--- src/verilog/hps_pkg.sv ---
// Package: constants, types and shared functions of the polled slave link.
package hps_pkg;

  // ****************************************
  // Timing
  // ****************************************
  localparam int CLK_NS = 50;
  localparam int CLK_HZ = 20_000_000;
  localparam int MS_NS = 1_000_000;
  localparam int CYC_PER_MS = MS_NS / CLK_NS;
  localparam int TICK20_MS = 20;
  localparam int OVERSAMPLE = 16;
  localparam int BAUD_BASE = 300;

  // ****************************************
  // Register offsets
  // ****************************************
  localparam logic [11:0] OFF_CTRL = 12'h000;
  localparam logic [11:0] OFF_ADDR = 12'h004;
  localparam logic [11:0] OFF_PTO = 12'h008;
  localparam logic [11:0] OFF_ROFF = 12'h00C;
  localparam logic [11:0] OFF_RSND = 12'h010;
  localparam logic [11:0] OFF_PRE = 12'h014;
  localparam logic [11:0] OFF_REQ = 12'h018;
  localparam logic [11:0] OFF_RXD = 12'h01C;
  localparam logic [11:0] OFF_STAT = 12'h020;
  localparam logic [11:0] OFF_MASK = 12'h024;
  localparam logic [11:0] OFF_LINE = 12'h028;

  // ****************************************
  // Fields and reset values
  // ****************************************
  localparam int CTRL_PAR = 3;
  localparam int CTRL_SIL = 6;
  localparam int CTRL_DUP = 7;
  localparam int CTRL_CRC = 8;
  localparam logic [8:0] CTRL_RESET = 9'h106;
  localparam logic [7:0] ADDR_RESET = 8'h01;
  localparam logic [7:0] ADDR_BCAST = 8'hFF;
  localparam int ST_RX = 0;
  localparam int ST_SENT = 1;
  localparam int ST_PTO = 2;
  localparam int ST_BAD = 3;
  localparam int ST_DUP = 4;
  localparam logic [7:0] CMD_POLL = 8'h05;
  localparam logic [7:0] CMD_DAT = 8'h10;
  localparam logic [7:0] CMD_ACK = 8'h06;
  localparam logic [7:0] CMD_EOT = 8'h04;

  typedef enum logic [1:0] {
    HPS_MODE_PLAIN = 2'h0,
    HPS_MODE_485 = 2'h1,
    HPS_MODE_MODEM = 2'h2
  } hps_mode_t;

  // Oversample divisor for rate index 0..7 (300 up to 38400 baud).
  function automatic logic [15:0] hps_baud_div(input logic [2:0] sel);
    return 16'(CLK_HZ / (OVERSAMPLE * (BAUD_BASE << sel)));
  endfunction : hps_baud_div

  // One byte into a CRC-16 or a block check sum.
  function automatic logic [15:0] hps_chk_next(input logic [15:0] acc,
      input logic [7:0] b, input logic crc);
    logic [15:0] c;
    c = acc ^ {8'h00, b};
    for (int i = 0; i < 8; i++)
      c = c[0] ? ((c >> 1) ^ 16'hA001) : (c >> 1);
    return crc ? c : {8'h00, 8'(acc[7:0] + b)};
  endfunction : hps_chk_next

endpackage : hps_pkg

--- src/verilog/hps_ser_if.sv ---
// Interface between the link controller and its character engine.
`timescale 1ns/1ns
interface hps_ser_if;
  logic [15:0] div;
  logic par_en;
  logic tx_valid;
  logic [7:0] tx_data;
  logic tx_idle;
  logic txd;
  logic rxd;
  logic rx_valid;
  logic [7:0] rx_data;
  logic rx_err;
  modport ctl (output div, par_en, tx_valid, tx_data, rxd,
               input tx_idle, txd, rx_valid, rx_data, rx_err);
  modport phy (input div, par_en, tx_valid, tx_data, rxd,
               output tx_idle, txd, rx_valid, rx_data, rx_err);
endinterface : hps_ser_if

--- src/verilog/hps_link.sv ---
// Polled half-duplex slave link controller with an AXI4-Lite register file.
//
// Function
// The character rate is one of 300 to 38400 baud, 19200 by default, with no or even parity.
// The station address is 0 to 254, 1 by default, and 255 is never taken since it means broadcast.
// The line mode is plain, plain on a 485 multidrop bus, or RTS/CTS modem, plain by default.
// With empty-poll silence on, a poll finding no queued message gets no answer at all.
// With duplicate detection on, a repeated copy of the last message is dropped; the code drops only repeats of frames addressed to the station.
// A queued outgoing message waits at most the poll timeout for a poll, else it is flagged as failed.
// A poll timeout of zero turns the timeout off.
// In modem mode RTS stays high for the off delay, in 20 ms units, after the last character.
// In modem mode RTS rises, the send delay in 20 ms units passes, and only then CTS is checked.
// The master resends an unanswered packet up to its retry count, 0 to 255, 3 by default.
// In plain modes the pre-transmit delay in 1 ms units passes before any transmission.
// In modem mode at least the pre-transmit delay passes from the last received character to RTS.
// The slave transmits only in answer to a frame addressed to it, never unasked.
// Each frame carries a CRC or a block_check_character, and a frame failing it is rejected.
//
// The implementer's own choices: the register addresses and the AXI4-Lite slave port.
`timescale 1ns/1ns
module hps_link
  import hps_pkg::*;
#(
  parameter int P_CYC_PER_MS = CYC_PER_MS
)
(
  input wire logic CLK,
  input wire logic RST_N,
  input wire logic [11:0] AWADDR,
  input wire logic AWVALID,
  output logic AWREADY,
  input wire logic [31:0] WDATA,
  input wire logic [3:0] WSTRB,
  input wire logic WVALID,
  output logic WREADY,
  output logic [1:0] BRESP,
  output logic BVALID,
  input wire logic BREADY,
  input wire logic [11:0] ARADDR,
  input wire logic ARVALID,
  output logic ARREADY,
  output logic [31:0] RDATA,
  output logic [1:0] RRESP,
  output logic RVALID,
  input wire logic RREADY,
  input wire logic RXD,
  input wire logic CTS,
  output logic TXD,
  output logic RTS,
  output logic DRV_EN,
  output logic IRQ
);

  // ****************************************
  // State
  // ****************************************
  typedef enum logic [7:0] {
    ST_IDLE = 8'h01,
    ST_EVAL = 8'h02,
    ST_TURN = 8'h04,
    ST_RTSW = 8'h08,
    ST_CTSW = 8'h10,
    ST_SEND = 8'h20,
    ST_DRAIN = 8'h40,
    ST_RTSOFF = 8'h80
  } hps_state_t;

  typedef struct packed {
    logic rxd_m;
    logic rxd_s;
    logic cts_m;
    logic cts_s;
    logic awready;
    logic wready;
    logic bvalid;
    logic bresp_err;
    logic arready;
    logic rvalid;
    logic rresp_err;
    logic [31:0] rdata;
    logic aw_have;
    logic w_have;
    logic [11:0] awaddr;
    logic [31:0] wdata;
    logic [3:0] wstrb;
    logic irq;
    logic [8:0] ctrl;
    logic [7:0] addr;
    logic [15:0] poll_to;
    logic [15:0] rts_off;
    logic [15:0] rts_send;
    logic [15:0] pre_tx;
    logic [4:0] mask;
    logic [4:0] status;
    logic q_have;
    logic q_polled;
    logic [7:0] q_data;
    logic [7:0] q_seq;
    logic [15:0] pto;
    logic [7:0] rx_data;
    logic [7:0] last_seq;
    logic last_ok;
    hps_state_t st;
    logic [2:0] ridx;
    logic rbad;
    logic [21:0] gap;
    logic [15:0] racc;
    logic [5:0][7:0] rbuf;
    logic [3:0][7:0] tbuf;
    logic [2:0] tidx;
    logic [15:0] tacc;
    logic tx_valid;
    logic [7:0] tx_data;
    logic rts;
    logic drv_en;
    logic reply_req;
    logic [19:0] t_cyc;
    logic [15:0] t_left;
    logic t_u20;
    logic [19:0] ms_cyc;
    logic [4:0] ms20;
    logic tick20;
  } hps_link_t;

  localparam logic [19:0] UNIT1 = 20'(P_CYC_PER_MS);
  localparam logic [19:0] UNIT20 = 20'(TICK20_MS * P_CYC_PER_MS);

  logic [1:0] rst_sync;
  logic rst_n;
  hps_link_t r;
  hps_link_t next_r;
  hps_ser_if ser();

  // ****************************************
  // Reset release and character engine
  // ****************************************
  always_ff @(posedge CLK or negedge RST_N)
  begin
    if (!RST_N)
      rst_sync <= 2'b00;
    else
      rst_sync <= {rst_sync[0], 1'b1};
  end

  assign rst_n = rst_sync[1];

  hps_uart u_uart (
    .clk(CLK),
    .rst_n(rst_n),
    .ser(ser.phy)
  );

  assign ser.div = hps_baud_div(r.ctrl[2:0]);
  assign ser.par_en = r.ctrl[CTRL_PAR];
  assign ser.tx_valid = r.tx_valid;
  assign ser.tx_data = r.tx_data;
  assign ser.rxd = r.rxd_s;

  // ****************************************
  // Register decode
  // ****************************************
  function automatic logic reg_mapped(input logic [11:0] a);
    return a[1:0] == 2'b00 && a <= OFF_LINE;
  endfunction : reg_mapped

  function automatic logic [31:0] reg_value(input logic [11:0] a);
    case (a)
      OFF_CTRL: return {23'h0, r.ctrl};
      OFF_ADDR: return {24'h0, r.addr};
      OFF_PTO: return {16'h0, r.poll_to};
      OFF_ROFF: return {16'h0, r.rts_off};
      OFF_RSND: return {16'h0, r.rts_send};
      OFF_PRE: return {16'h0, r.pre_tx};
      OFF_REQ: return {23'h0, r.q_have, r.q_data};
      OFF_RXD: return {24'h0, r.rx_data};
      OFF_STAT: return {27'h0, r.status};
      OFF_MASK: return {27'h0, r.mask};
      OFF_LINE: return {29'h0, r.q_have, r.cts_s, r.rts};
      default: return 32'h0000_0000;
    endcase
  endfunction : reg_value

  function automatic logic [31:0] merge(input logic [31:0] old,
      input logic [31:0] d, input logic [3:0] s);
    logic [31:0] m;
    m = old;
    for (int i = 0; i < 4; i++)
      if (s[i])
        m[i*8 +: 8] = d[i*8 +: 8];
    return m;
  endfunction : merge

  // ****************************************
  // Next state
  // ****************************************
  logic [31:0] wv;
  logic [4:0] set;
  logic [4:0] clr;
  logic [19:0] unit;
  logic t_done;
  logic modem;
  logic crc;
  logic [2:0] flen;
  logic mine;
  logic reply;
  logic [7:0] rtype;

  always_comb
  begin
    next_r = r;
    wv = 32'h0000_0000;
    set = 5'h00;
    clr = 5'h00;
    reply = 1'b0;
    rtype = CMD_ACK;
    modem = hps_mode_t'(r.ctrl[5:4]) == HPS_MODE_MODEM;
    crc = r.ctrl[CTRL_CRC];
    flen = crc ? 3'h6 : 3'h5;
    mine = r.rbuf[0] == r.addr;
    next_r.rxd_m = RXD;
    next_r.rxd_s = r.rxd_m;
    next_r.cts_m = CTS;
    next_r.cts_s = r.cts_m;
    next_r.tx_valid = 1'b0;
    next_r.tick20 = 1'b0;
    if (r.ms_cyc == UNIT1 - 20'h0_0001)
    begin
      next_r.ms_cyc = 20'h0_0000;
      next_r.ms20 = r.ms20 + 5'h01;
      if (r.ms20 == 5'(TICK20_MS - 1))
      begin
        next_r.ms20 = 5'h00;
        next_r.tick20 = 1'b1;
      end
    end
    else
      next_r.ms_cyc = r.ms_cyc + 20'h0_0001;
    unit = r.t_u20 ? UNIT20 : UNIT1;
    t_done = r.t_left == 16'h0000;
    if (!t_done)
    begin
      next_r.t_cyc = r.t_cyc + 20'h0_0001;
      if (r.t_cyc == unit - 20'h0_0001)
      begin
        next_r.t_cyc = 20'h0_0000;
        next_r.t_left = r.t_left - 16'h0001;
      end
    end
    // Poll timeout runs while a queued message is still unpolled.
    if (r.q_have && !r.q_polled)
    begin
      if (r.tick20)
        next_r.pto = r.pto + 16'h0001;
      if (r.poll_to != 16'h0000 && r.pto >= r.poll_to)
      begin
        next_r.q_have = 1'b0;
        set[ST_PTO] = 1'b1;
      end
    end

    // ****************************************
    // AXI4-Lite slave
    // ****************************************
    if (AWVALID && r.awready)
    begin
      next_r.aw_have = 1'b1;
      next_r.awaddr = AWADDR;
    end
    if (WVALID && r.wready)
    begin
      next_r.w_have = 1'b1;
      next_r.wdata = WDATA;
      next_r.wstrb = WSTRB;
    end
    if (BREADY && r.bvalid)
      next_r.bvalid = 1'b0;
    if (r.aw_have && r.w_have && !r.bvalid)
    begin
      next_r.aw_have = 1'b0;
      next_r.w_have = 1'b0;
      next_r.bvalid = 1'b1;
      next_r.bresp_err = !reg_mapped(r.awaddr);
      wv = merge(reg_value(r.awaddr), r.wdata, r.wstrb);
      case (r.awaddr)
        OFF_CTRL: next_r.ctrl = wv[8:0];
        OFF_ADDR:
          if (wv[7:0] != ADDR_BCAST)
            next_r.addr = wv[7:0];
        OFF_PTO: next_r.poll_to = wv[15:0];
        OFF_ROFF: next_r.rts_off = wv[15:0];
        OFF_RSND: next_r.rts_send = wv[15:0];
        OFF_PRE: next_r.pre_tx = wv[15:0];
        OFF_REQ:
          if (r.wstrb[0] && !r.q_polled)
          begin
            next_r.q_have = 1'b1;
            next_r.q_data = wv[7:0];
            next_r.pto = 16'h0000;
          end
        OFF_MASK: next_r.mask = wv[4:0];
        default: next_r.mask = next_r.mask;
      endcase
    end
    next_r.awready = !next_r.aw_have && !next_r.bvalid;
    next_r.wready = !next_r.w_have && !next_r.bvalid;
    if (RREADY && r.rvalid)
      next_r.rvalid = 1'b0;
    if (ARVALID && r.arready)
    begin
      next_r.rvalid = 1'b1;
      next_r.rdata = reg_value(ARADDR);
      next_r.rresp_err = !reg_mapped(ARADDR);
      if (ARADDR == OFF_STAT)
        clr = r.status;
    end
    next_r.arready = !next_r.rvalid;

    // ****************************************
    // Link sequencer
    // ****************************************
    case (r.st)
      ST_IDLE:
        if (ser.rx_valid)
        begin
          next_r.rbuf[r.ridx] = ser.rx_data;
          next_r.racc = hps_chk_next(r.racc, ser.rx_data, crc);
          next_r.rbad = r.rbad | ser.rx_err;
          next_r.gap = 22'h00_0000;
          next_r.ridx = r.ridx + 3'h1;
          if (r.ridx == flen - 3'h1)
            next_r.st = ST_EVAL;
        end
        else if (r.ridx != 3'h0)
        begin
          next_r.gap = r.gap + 22'h00_0001;
          if (r.gap[21:9] == ser.div[12:0])
          begin
            next_r.ridx = 3'h0;
            next_r.racc = 16'h0000;
            next_r.rbad = 1'b0;
          end
        end
      ST_EVAL:
      begin
        next_r.st = ST_IDLE;
        next_r.ridx = 3'h0;
        next_r.racc = 16'h0000;
        next_r.rbad = 1'b0;
        if (r.rbad || r.racc != 16'h0000)
          set[ST_BAD] = 1'b1;
        else if (r.rbuf[1] == CMD_POLL && mine)
        begin
          if (r.q_have)
          begin
            reply = 1'b1;
            rtype = CMD_DAT;
            next_r.q_polled = 1'b1;
            next_r.reply_req = 1'b1;
          end
          else
          begin
            reply = !r.ctrl[CTRL_SIL];
            rtype = CMD_EOT;
          end
        end
        else if (r.rbuf[1] == CMD_DAT && (mine || r.rbuf[0] == ADDR_BCAST))
        begin
          reply = mine;
          if (mine && r.ctrl[CTRL_DUP] && r.last_ok &&
              r.rbuf[2] == r.last_seq)
            set[ST_DUP] = 1'b1;
          else
          begin
            set[ST_RX] = 1'b1;
            next_r.rx_data = r.rbuf[3];
            next_r.last_seq = r.rbuf[2];
            next_r.last_ok = mine;
          end
        end
        if (reply)
        begin
          next_r.tbuf = rtype == CMD_DAT ?
                        {r.q_data, r.q_seq, CMD_DAT, r.addr} :
                        {8'h00, r.rbuf[2], rtype, r.addr};
          next_r.tidx = 3'h0;
          next_r.tacc = 16'h0000;
          next_r.st = ST_TURN;
          next_r.t_left = r.pre_tx;
          next_r.t_cyc = 20'h0_0000;
          next_r.t_u20 = 1'b0;
        end
      end
      ST_TURN:
        if (t_done)
        begin
          if (modem)
          begin
            next_r.rts = 1'b1;
            next_r.st = ST_RTSW;
            next_r.t_left = r.rts_send;
            next_r.t_cyc = 20'h0_0000;
            next_r.t_u20 = 1'b1;
          end
          else
          begin
            next_r.drv_en = hps_mode_t'(r.ctrl[5:4]) == HPS_MODE_485;
            next_r.st = ST_SEND;
          end
        end
      ST_RTSW:
        if (t_done)
          next_r.st = ST_CTSW;
      ST_CTSW:
        if (r.cts_s)
          next_r.st = ST_SEND;
      ST_SEND:
        if (!r.tx_valid && ser.tx_idle)
        begin
          next_r.tx_valid = 1'b1;
          if (r.tidx < 3'h4)
          begin
            next_r.tx_data = r.tbuf[r.tidx[1:0]];
            next_r.tacc = hps_chk_next(r.tacc, r.tbuf[r.tidx[1:0]], crc);
          end
          else if (crc)
            next_r.tx_data = r.tidx == 3'h4 ? r.tacc[7:0] : r.tacc[15:8];
          else
            next_r.tx_data = 8'h00 - r.tacc[7:0];
          next_r.tidx = r.tidx + 3'h1;
          if (r.tidx == flen - 3'h1)
            next_r.st = ST_DRAIN;
        end
      ST_DRAIN:
        if (!r.tx_valid && ser.tx_idle)
        begin
          set[ST_SENT] = 1'b1;
          if (r.reply_req)
          begin
            next_r.q_have = 1'b0;
            next_r.q_polled = 1'b0;
            next_r.q_seq = r.q_seq + 8'h01;
          end
          next_r.reply_req = 1'b0;
          next_r.drv_en = 1'b0;
          next_r.st = ST_IDLE;
          if (modem)
          begin
            next_r.st = ST_RTSOFF;
            next_r.t_left = r.rts_off;
            next_r.t_cyc = 20'h0_0000;
            next_r.t_u20 = 1'b1;
          end
        end
      ST_RTSOFF:
        if (t_done)
        begin
          next_r.rts = 1'b0;
          next_r.st = ST_IDLE;
        end
      default: next_r.st = ST_IDLE;
    endcase

    next_r.status = (r.status & ~clr) | set;
    next_r.irq = |(next_r.status & next_r.mask);
  end

  always_ff @(posedge CLK or negedge rst_n)
  begin
    if (!rst_n)
    begin
      r <= '0;
      r.rxd_m <= 1'b1;
      r.rxd_s <= 1'b1;
      r.ctrl <= CTRL_RESET;
      r.addr <= ADDR_RESET;
      r.st <= ST_IDLE;
    end
    else
      r <= next_r;
  end

  // ****************************************
  // Outputs
  // ****************************************
  assign AWREADY = r.awready;
  assign WREADY = r.wready;
  assign BVALID = r.bvalid;
  assign BRESP = {r.bresp_err, 1'b0};
  assign ARREADY = r.arready;
  assign RVALID = r.rvalid;
  assign RDATA = r.rdata;
  assign RRESP = {r.rresp_err, 1'b0};
  assign TXD = ser.txd;
  assign RTS = r.rts;
  assign DRV_EN = r.drv_en;
  assign IRQ = r.irq;

endmodule : hps_link

--- src/verilog/hps_uart.sv ---
// Character engine: oversampled transmitter and receiver with parity.
`timescale 1ns/1ns
module hps_uart
  import hps_pkg::*;
(
  input wire logic clk,
  input wire logic rst_n,
  hps_ser_if.phy ser
);

  typedef struct packed {
    logic [15:0] tcnt;
    logic tick;
    logic [10:0] tx_sh;
    logic [3:0] tx_bits;
    logic [3:0] tx_ph;
    logic tx_busy;
    logic txd;
    logic rx_busy;
    logic [3:0] rx_ph;
    logic [3:0] rx_bits;
    logic [8:0] rx_sh;
    logic rx_valid;
    logic [7:0] rx_data;
    logic rx_err;
  } hps_uart_t;

  hps_uart_t r;
  hps_uart_t next_r;

  always_comb
  begin
    next_r = r;
    next_r.tick = 1'b0;
    next_r.rx_valid = 1'b0;
    if (r.tcnt == 16'h0000)
    begin
      next_r.tcnt = ser.div - 16'h0001;
      next_r.tick = 1'b1;
    end
    else
      next_r.tcnt = r.tcnt - 16'h0001;
    // Transmit: start, eight data bits, optional even parity, stop.
    if (!r.tx_busy && ser.tx_valid)
    begin
      next_r.tx_sh = ser.par_en ? {1'b1, ^ser.tx_data, ser.tx_data, 1'b0}
                                : {2'b11, ser.tx_data, 1'b0};
      next_r.tx_bits = ser.par_en ? 4'hB : 4'hA;
      next_r.tx_ph = 4'h0;
      next_r.tx_busy = 1'b1;
    end
    else if (r.tx_busy && r.tick)
    begin
      next_r.tx_ph = r.tx_ph + 4'h1;
      if (r.tx_ph == 4'hF)
      begin
        next_r.tx_sh = {1'b1, r.tx_sh[10:1]};
        next_r.tx_bits = r.tx_bits - 4'h1;
        if (r.tx_bits == 4'h1)
          next_r.tx_busy = 1'b0;
      end
    end
    next_r.txd = next_r.tx_busy ? next_r.tx_sh[0] : 1'b1;
    // Receive: sample each bit in its middle.
    if (!r.rx_busy && !ser.rxd)
    begin
      next_r.rx_busy = 1'b1;
      next_r.rx_ph = 4'h0;
      next_r.rx_bits = 4'h0;
    end
    else if (r.rx_busy && r.tick)
    begin
      next_r.rx_ph = r.rx_ph + 4'h1;
      if (r.rx_ph == 4'h7)
      begin
        next_r.rx_bits = r.rx_bits + 4'h1;
        if (r.rx_bits == 4'h0)
          next_r.rx_busy = !ser.rxd;
        else if (r.rx_bits == (ser.par_en ? 4'hA : 4'h9))
        begin
          next_r.rx_busy = 1'b0;
          next_r.rx_valid = 1'b1;
          next_r.rx_data = ser.par_en ? r.rx_sh[7:0] : r.rx_sh[8:1];
          next_r.rx_err = !ser.rxd | (ser.par_en & (^r.rx_sh));
        end
        else
          next_r.rx_sh = {ser.rxd, r.rx_sh[8:1]};
      end
    end
  end

  always_ff @(posedge clk or negedge rst_n)
  begin
    if (!rst_n)
    begin
      r <= '0;
      r.txd <= 1'b1;
    end
    else
      r <= next_r;
  end

  assign ser.tx_idle = !r.tx_busy;
  assign ser.txd = r.txd;
  assign ser.rx_valid = r.rx_valid;
  assign ser.rx_data = r.rx_data;
  assign ser.rx_err = r.rx_err;

endmodule : hps_uart
--- config.mk ---
export PLATFORM = sky130hd
export DESIGN_NAME = hps_link
export DESIGN_NICKNAME = d
export VERILOG_FILES = /design/src/verilog/hps_pkg.sv /design/src/verilog/hps_ser_if.sv /design/src/verilog/hps_link.sv /design/src/verilog/hps_uart.sv
export SDC_FILE = /design/constraint.sdc
export NUM_CORES = 1
export LEC_CHECK = 0
export BUFFER_PORTS_ARGS = -buffer_cell sky130_fd_sc_hd__buf_2
export CORE_ASPECT_RATIO = 2
export CORE_MARGIN = 5
export CORE_UTILIZATION = 25
export DETAILED_ROUTE_END_ITERATION = 10
export HOLD_SLACK_MARGIN = 0.05
export PLACE_DENSITY = 0.41
export SLEW_MARGIN = 20
export SYNTH_ARGS = -nofsm -noshare
export SYNTH_HDL_FRONTEND = slang
export SYNTH_SLANG_ARGS = --single-unit
--- constraint.sdc ---
create_clock -name CLK -period 36.7 [get_ports CLK]
set_clock_uncertainty 0.2 [all_clocks]
set_input_delay 9.175 -clock CLK [delete_from_list [all_inputs] [get_ports CLK]]
set_output_delay 9.175 -clock CLK [all_outputs]
set_load 0.01 [all_outputs]
-- After elaboration in Yosys (flattened, before gate mapping)
Index checks and enable logic that the tools add are counted.
- bits in registers: 510
- bits of input ports: 69
- output and inout port bits: 45
- $add $sub $neg: 20
- div/mod/pow operators: 1
- $lt $le $gt $ge: 7
- equal/unequal tests: 68
- shifts and indexed selects: 1
- mux-type cells: 150
- bitwise operators: 31
- reduce and logical (&&, ||, !) cells: 92
- operators by type and width (cell ; count):
    16-bit two-way mux ; 26
    16-bit case mux with 11 select lines ; 2
    8-bit two-way mux ; 20
    37-bit two-way mux ; 4
    37-bit case mux with 3 select lines ; 1
    12-bit by 5-bit == test with 1-bit output (second input constant) ; 8
    42-bit two-way mux ; 2
    12-bit by 6-bit == test with 1-bit output (second input constant) ; 6
    36-bit two-way mux ; 2
    8-bit case mux with 8 select lines ; 1
    20-bit two-way mux ; 3
    19-bit two-way mux ; 3
    28-bit two-way mux ; 2
    48-bit bitwise mux ; 1
    12-bit by 4-bit == test with 1-bit output (second input constant) ; 4
    2-bit NOT with 3-bit output ; 16
    16-bit by 1-bit subtractor with 16-bit output (second input constant) ; 3
    1-bit two-way mux ; 44
    20-bit by 1-bit adder with 20-bit output (second input constant) ; 2
    39-bit two-way mux ; 1
    19-bit case mux with 2 select lines ; 1
    5-bit two-way mux ; 7
    34-bit two-way mux ; 1
    26-bit by 32-bit divider with 32-bit output (first input constant) ; 1
    other kinds (84) ; 209

-- Depth between registers and ports, before layout
- depth in word-level cells: 23
- mapped depth: 268

-- Modules after synthesis
From an unflattened synthesis, not the netlist that was laid out.
- cell total of the unflattened synthesis: 5040
- area total of the unflattened synthesis: 41949.0 um^2
- by module, submodules not included (module ; instances ; cells an instance ; area an instance (um^2) ; sequential area each (um^2)):
    hps_link ; 1 ; 4690 ; 38463.1 ; 10193.5
    hps_uart ; 1 ; 350 ; 3485.8 ; 1652.8

-- Worst setup path after synthesis
Ideal clock, no wire load.
- path kind: register to register
- start point: reg r[358] in the netlist's numbering
- end point: reg u_uart.r[60] in the netlist's numbering
- arrival: 50.047 ns
- data required time: 36.376 ns
- slack: -13.671 ns
- stages on the path, launching flop included: 246
- period minus slack after synthesis: 50.371 ns
- path through: dfstp_2 -> clkbuf_1 -> clkbuf_1 -> inv_1 -> ha_1 -> nand2b_1 -> clkbuf_1 -> clkbuf_1 -> ha_1 -> a21oi_1 -> and3_1 -> ha_1 -> and4b_1 -> a211oi_1 -> nor3_2 -> ha_1 -> a21oi_1 -> a21oi_1 -> (+210 left out) -> nor2b_1 -> o21ai_0 -> nand2b_1 -> a21oi_1 -> o21ai_0 -> a21oi_1 -> nor2b_1 -> o21ai_0 -> nand2b_1 -> a21oi_1 -> o211ai_1 -> a221oi_1 -> nand4b_1 -> a21o_1 -> inv_1 -> ha_1 -> nand3_1 -> o31a_1
- RTL lines (element ; RTL line ; source):
    from (decl) ; hps_link.sv:130 ; hps_link_t r;
    from (signal assigned) ; hps_link.sv:479 ; r <= next_r;
    to (signal assigned) ; hps_uart.sv:100 ; r <= next_r;
    to (decl) ; hps_uart.sv:28 ; hps_uart_t r;

-- Final worst setup path
- start point: reg r[358] in the netlist's numbering
- end point: reg r[188] in the netlist's numbering
- word-level cells in the longest chain between the ends: 5
- RTL lines (element ; RTL line ; source):
    9-bit by 3-bit << shifter with 28-bit output ; hps_pkg.sv:58 ; return 16'(CLK_HZ / (OVERSAMPLE * (BAUD_BASE << sel)));
    26-bit by 32-bit divider with 32-bit output ; hps_pkg.sv:58 ;
    13-bit == test ; hps_link.sv:336 ; if (r.gap[21:9] == ser.div[12:0])
    3-bit by 2-bit inequality test with 1-bit output (no source line) ; n/a ;
    3-bit AND reduction (no source line) ; n/a ;
No other way between the ends.
A chain may end at the register's enable or synchronous reset.

==> results <==
- The signed area change from the synthesized netlist to the final layout is 45.27%.
- The final setup violation count is 36.
- The kind of critical path is flop to flop.
- The checks that failed: negative setup slack.
- After the first detailed-routing iteration, the DRC count stood at 2297.
- The cell area after synthesis is 41340 um2.
- The initial standard-cell utilization of the core is 25.09%.
- The startpoint kind of the worst setup timing path is a flop.
- In the final design database the tool counted 6642 nets.
- No sink is reached through more buffers than the 3 on the longest clock path.
- The final weighted congestion of routability-driven global placement is 0.9380.
- The final worst slack is -5.481 ns.
- The proportion of synthesized flip-flops having asynchronous set or reset is 100.0%.
- After layout, the worst path uses 114.9% of the clock period.
- The die area is 174100 um2.
- The number of max-slew violations in the final report is 0.
- The biggest fanout along the worst timing path is 8.
- The horizontal die dimension is 297.5 um.
- The maximum number of pins on one net before global-route repair is 181.
- The top cell type by total area after synthesis is dfrtp_1.
- The worst register-to-register path has a depth of 231.
- In this run the critical register-to-register path is launched from r[358].
- The cell type of the slowest stage on the worst timing path is dfstp_2.
- In the synthesized netlist the dominant register cell turns out to be dfrtp_1.
- The total number of placement rows is 211.
- Summing all placed instances gives a cell area of 53710 um2.
- After synthesis, the cell types taking the most area are dfrtp_1 (28%), ha_1 (8.9%), mux2_2 (5.4%), xnor2_1 (4.9%), a21oi_1 (4.8%).
- The detail route stage leaves a number of antenna-violating nets equal to 0.
- The mean number of vias per cell is 5.230.
- For this run, the slowest stage of the critical path takes 0.59 ns.
- After clock tree synthesis, the clock-pin slew on the worst setup and hold paths is 0.08 ns.
- The number of global-route vias before repair is 46710.
- The total area inside the core boundary comes to 164700 um2.
- Max-cap violations in this run came to 0.
- Data on the critical path is required at its endpoint by 36.97 ns.
- The number of clock buffers added by TritonCTS is 42.
- For this block, the routed nets add up to 196.9 mm of wire.
- The flip-flop and latch count after synthesis is 473.
- The count of mapped cells out of synthesis is 4888.
- The aggregate global routing overflow is 0.
- STA puts the critical path data arrival time at 42.45 ns.
- The maximum clock rate is 0.02371 GHz.
- The CTS tree is built.
- The capturing point of the worst reg2reg path is r[188].
- The distinct cell type count of the synthesized netlist is 125.
- The cell sitting at the root of the clock tree is a clkbuf_16.
- The cell area after layout is 60050 um2.
- The class of the most critical hold timing path is flop to asynchronous set/reset pin.
- For this run, design rule violations remaining after detail routing come to 0.
- The die height is 585.1 um.
- The actual transition at the worst max-transition pin is 1.236 ns.
- Hold repair after CTS inserted 0 buffers.
- For the worst-skew pair, the clock arrives at the later sink with an insertion delay of 0.62 ns.
- The count of warnings emitted by yosys is 0.
- The average instance in the mapped netlist occupies 8.457 um2.
- Of the cells placed in the final design, the portion with a size suffix greater than 1 is 38.78%.
- The number of enable flip-flop cells after synthesis is 0.
- 114 I/O pins were placed.
- The worst slack on hold paths is 0.1215 ns.
- The run finished, with violations left.
- The final HPWL from detailed placement is 155.5 mm.
- Setup repair after global routing could not meet its margin everywhere.
- The initial antenna violation count is 3.
- The setup check on the worst reg-to-reg path leaves a slack of -5.48 ns.
- Excluding fillers, the count of instances in the completed layout stands at 8439.
- The part of the Yosys area used for sequential elements is 28.66%.
- Summed over its instances, the top area cell type makes up 28.15% of the synthesized netlist area.
- The count of final hold-check violations is 0.
- The clock tree synthesis step divided the H-tree into 2 levels.
- The routed via count is 44130.
- The worst pin sits at a relative slew slack of 16.58%.
- The clock drives 473 sinks.
- Counting I/O delays and the setup requirement, the final critical path takes 42.18 ns.
- The port buffer count is 77.
- Once placement completed, the tool counted placed cells totaling 8126.
- In the global route stage, overall resource usage came out at 21.63%.
- The first global-routing pass estimated 287.7 mm of wire.
- The cell that appears most often on the critical path is buf_4.
- After detailed routing, the average wire length per cell comes to 23.33 um.
- The sort of element at the end of the critical path is a flop.
- The first detailed-routing pass ran for 7 iterations.
==> what timing repair did <==
item | 4_1_cts | 5_1_grt
buffers inserted | 173 | 59
setup endpoints to repair | 36 | 36
pin swaps | 234 | 183
resized for setup | 451 | 147
cloned | 6 | 2
==> stage by stage <==
step	setup WS, ns	TNS (ns)	util (%)
final	-5.481	-193.31	36.45
after CTS	-5.072	-178.37	35.67
after detailed placement	-9.279	-329.12	32.60
after floorplan	-6.564	-229.44	-
after global routing	-7.284	-258.63	36.45
after global placement	-9.203	-326.40	32.60
==> logic make-up (layout without fill, tap and decap cells) <==
group / count (synthesis) / after routing / share of synthesized area, %
DFF: 473 / 473 / 28.66
other: 2 / 20 / 0.01817
and+or+nand+nor: 1621 / 1623 / 19.37
buffers and inverters: 370 / 1771 / 3.826
muxes: 294 / 294 / 7.864
AOI/OAI and AO/OA: 1457 / 1457 / 23.29
xor gates and xnor gates: 373 / 373 / 7.903
adders and majority gates: 298 / 298 / 9.075
==> per-layer routing <==
layer  global-route usage, %  vias to the layer above  routed length (um)
met3                   1.627                      703                5700
met1                   18.12                    21340               59710
met5                       0                        -                   0
met2                   44.37                     1291              109100
met4                   19.05                        0               22350
li1                        -                    20800                   -
==> cell usage after synthesis (59+ instances only) <==
master	count
dfrtp_1	465
mux2_2	198
xor2_1	141
inv_1	135
a21oi_1	394
nand2_1	492
mux2i_1	78
nand2b_1	63
nand3_1	101
xnor2_1	232
a21o_1	111
a22o_1	59
nand4_1	74
ha_1	295
nor2_1	418
o21ai_0	326
nor3_1	89
and3_1	68
clkbuf_1	151
==> state kept, by name, indices dropped and copies added, names as in the netlist, 2 cells and up <==
register,flops
RDATA,16
u_uart.ser.rx_data,8
ser.tx_data,8
next_r,2
r,366
rst_sync,2
u_uart.r,55
==> worst max path at each step <==
stage,slack [ns],startpoint,to,cells past startpoint
finish,-5.48,r[358],r[188],231
global route,-7.28,r[358],r[187],227
CTS,-5.07,r[358],r[187],228
detailed placement,-9.28,r[358],r[176],230
global placement,-9.20,r[358],r[177],232
floorplan,-6.56,r[358],r[183],245
==> critical path: cells and delay by family, from the launching register on <==
family,cells,cell delay [ns]
AO/OA/AOI/OAI,85,14.44
AND/OR/NAND/NOR,64,10.24
adder cells (fa/ha/maj),26,6.62
buffers and inverters,35,4.54
multiplexers,15,4.38
XOR/XNOR,6,0.99
flip-flops,1,0.59
==> layout make-up <==
cell class | count | area, um2
diodes | 1 | 2.502
repair buffers | 1552 | 11890
flip-flops and latches | 473 | 11850
clock inverters | 22 | 296.5
inverters | 142 | 543.0
well taps | 2130 | 2665
multi-input cells | 4064 | 31620
clock buffers | 55 | 1180
fillers | 17200 | 104700
==> cell usage in the layout (no fill, tap or decap), drive strengths merged, types with 51 or more instances in the layout <==
master and count:
nor3 93, xor2 141, nand4 74, o21ai 351, or3 51, nand2 495
buf 1549, dfrtp 465, nand2b 63, xnor2 232, clkbuf 57, nor2 420
a22o 59, mux2 213, nand3 103, a21o 111, ha 295, inv 143
and3 68, mux2i 78, a21oi 396
Power is left out: the tool's default activity adds up to more than one toggle a clock period on the data nets, which glitch-free logic cannot reach.
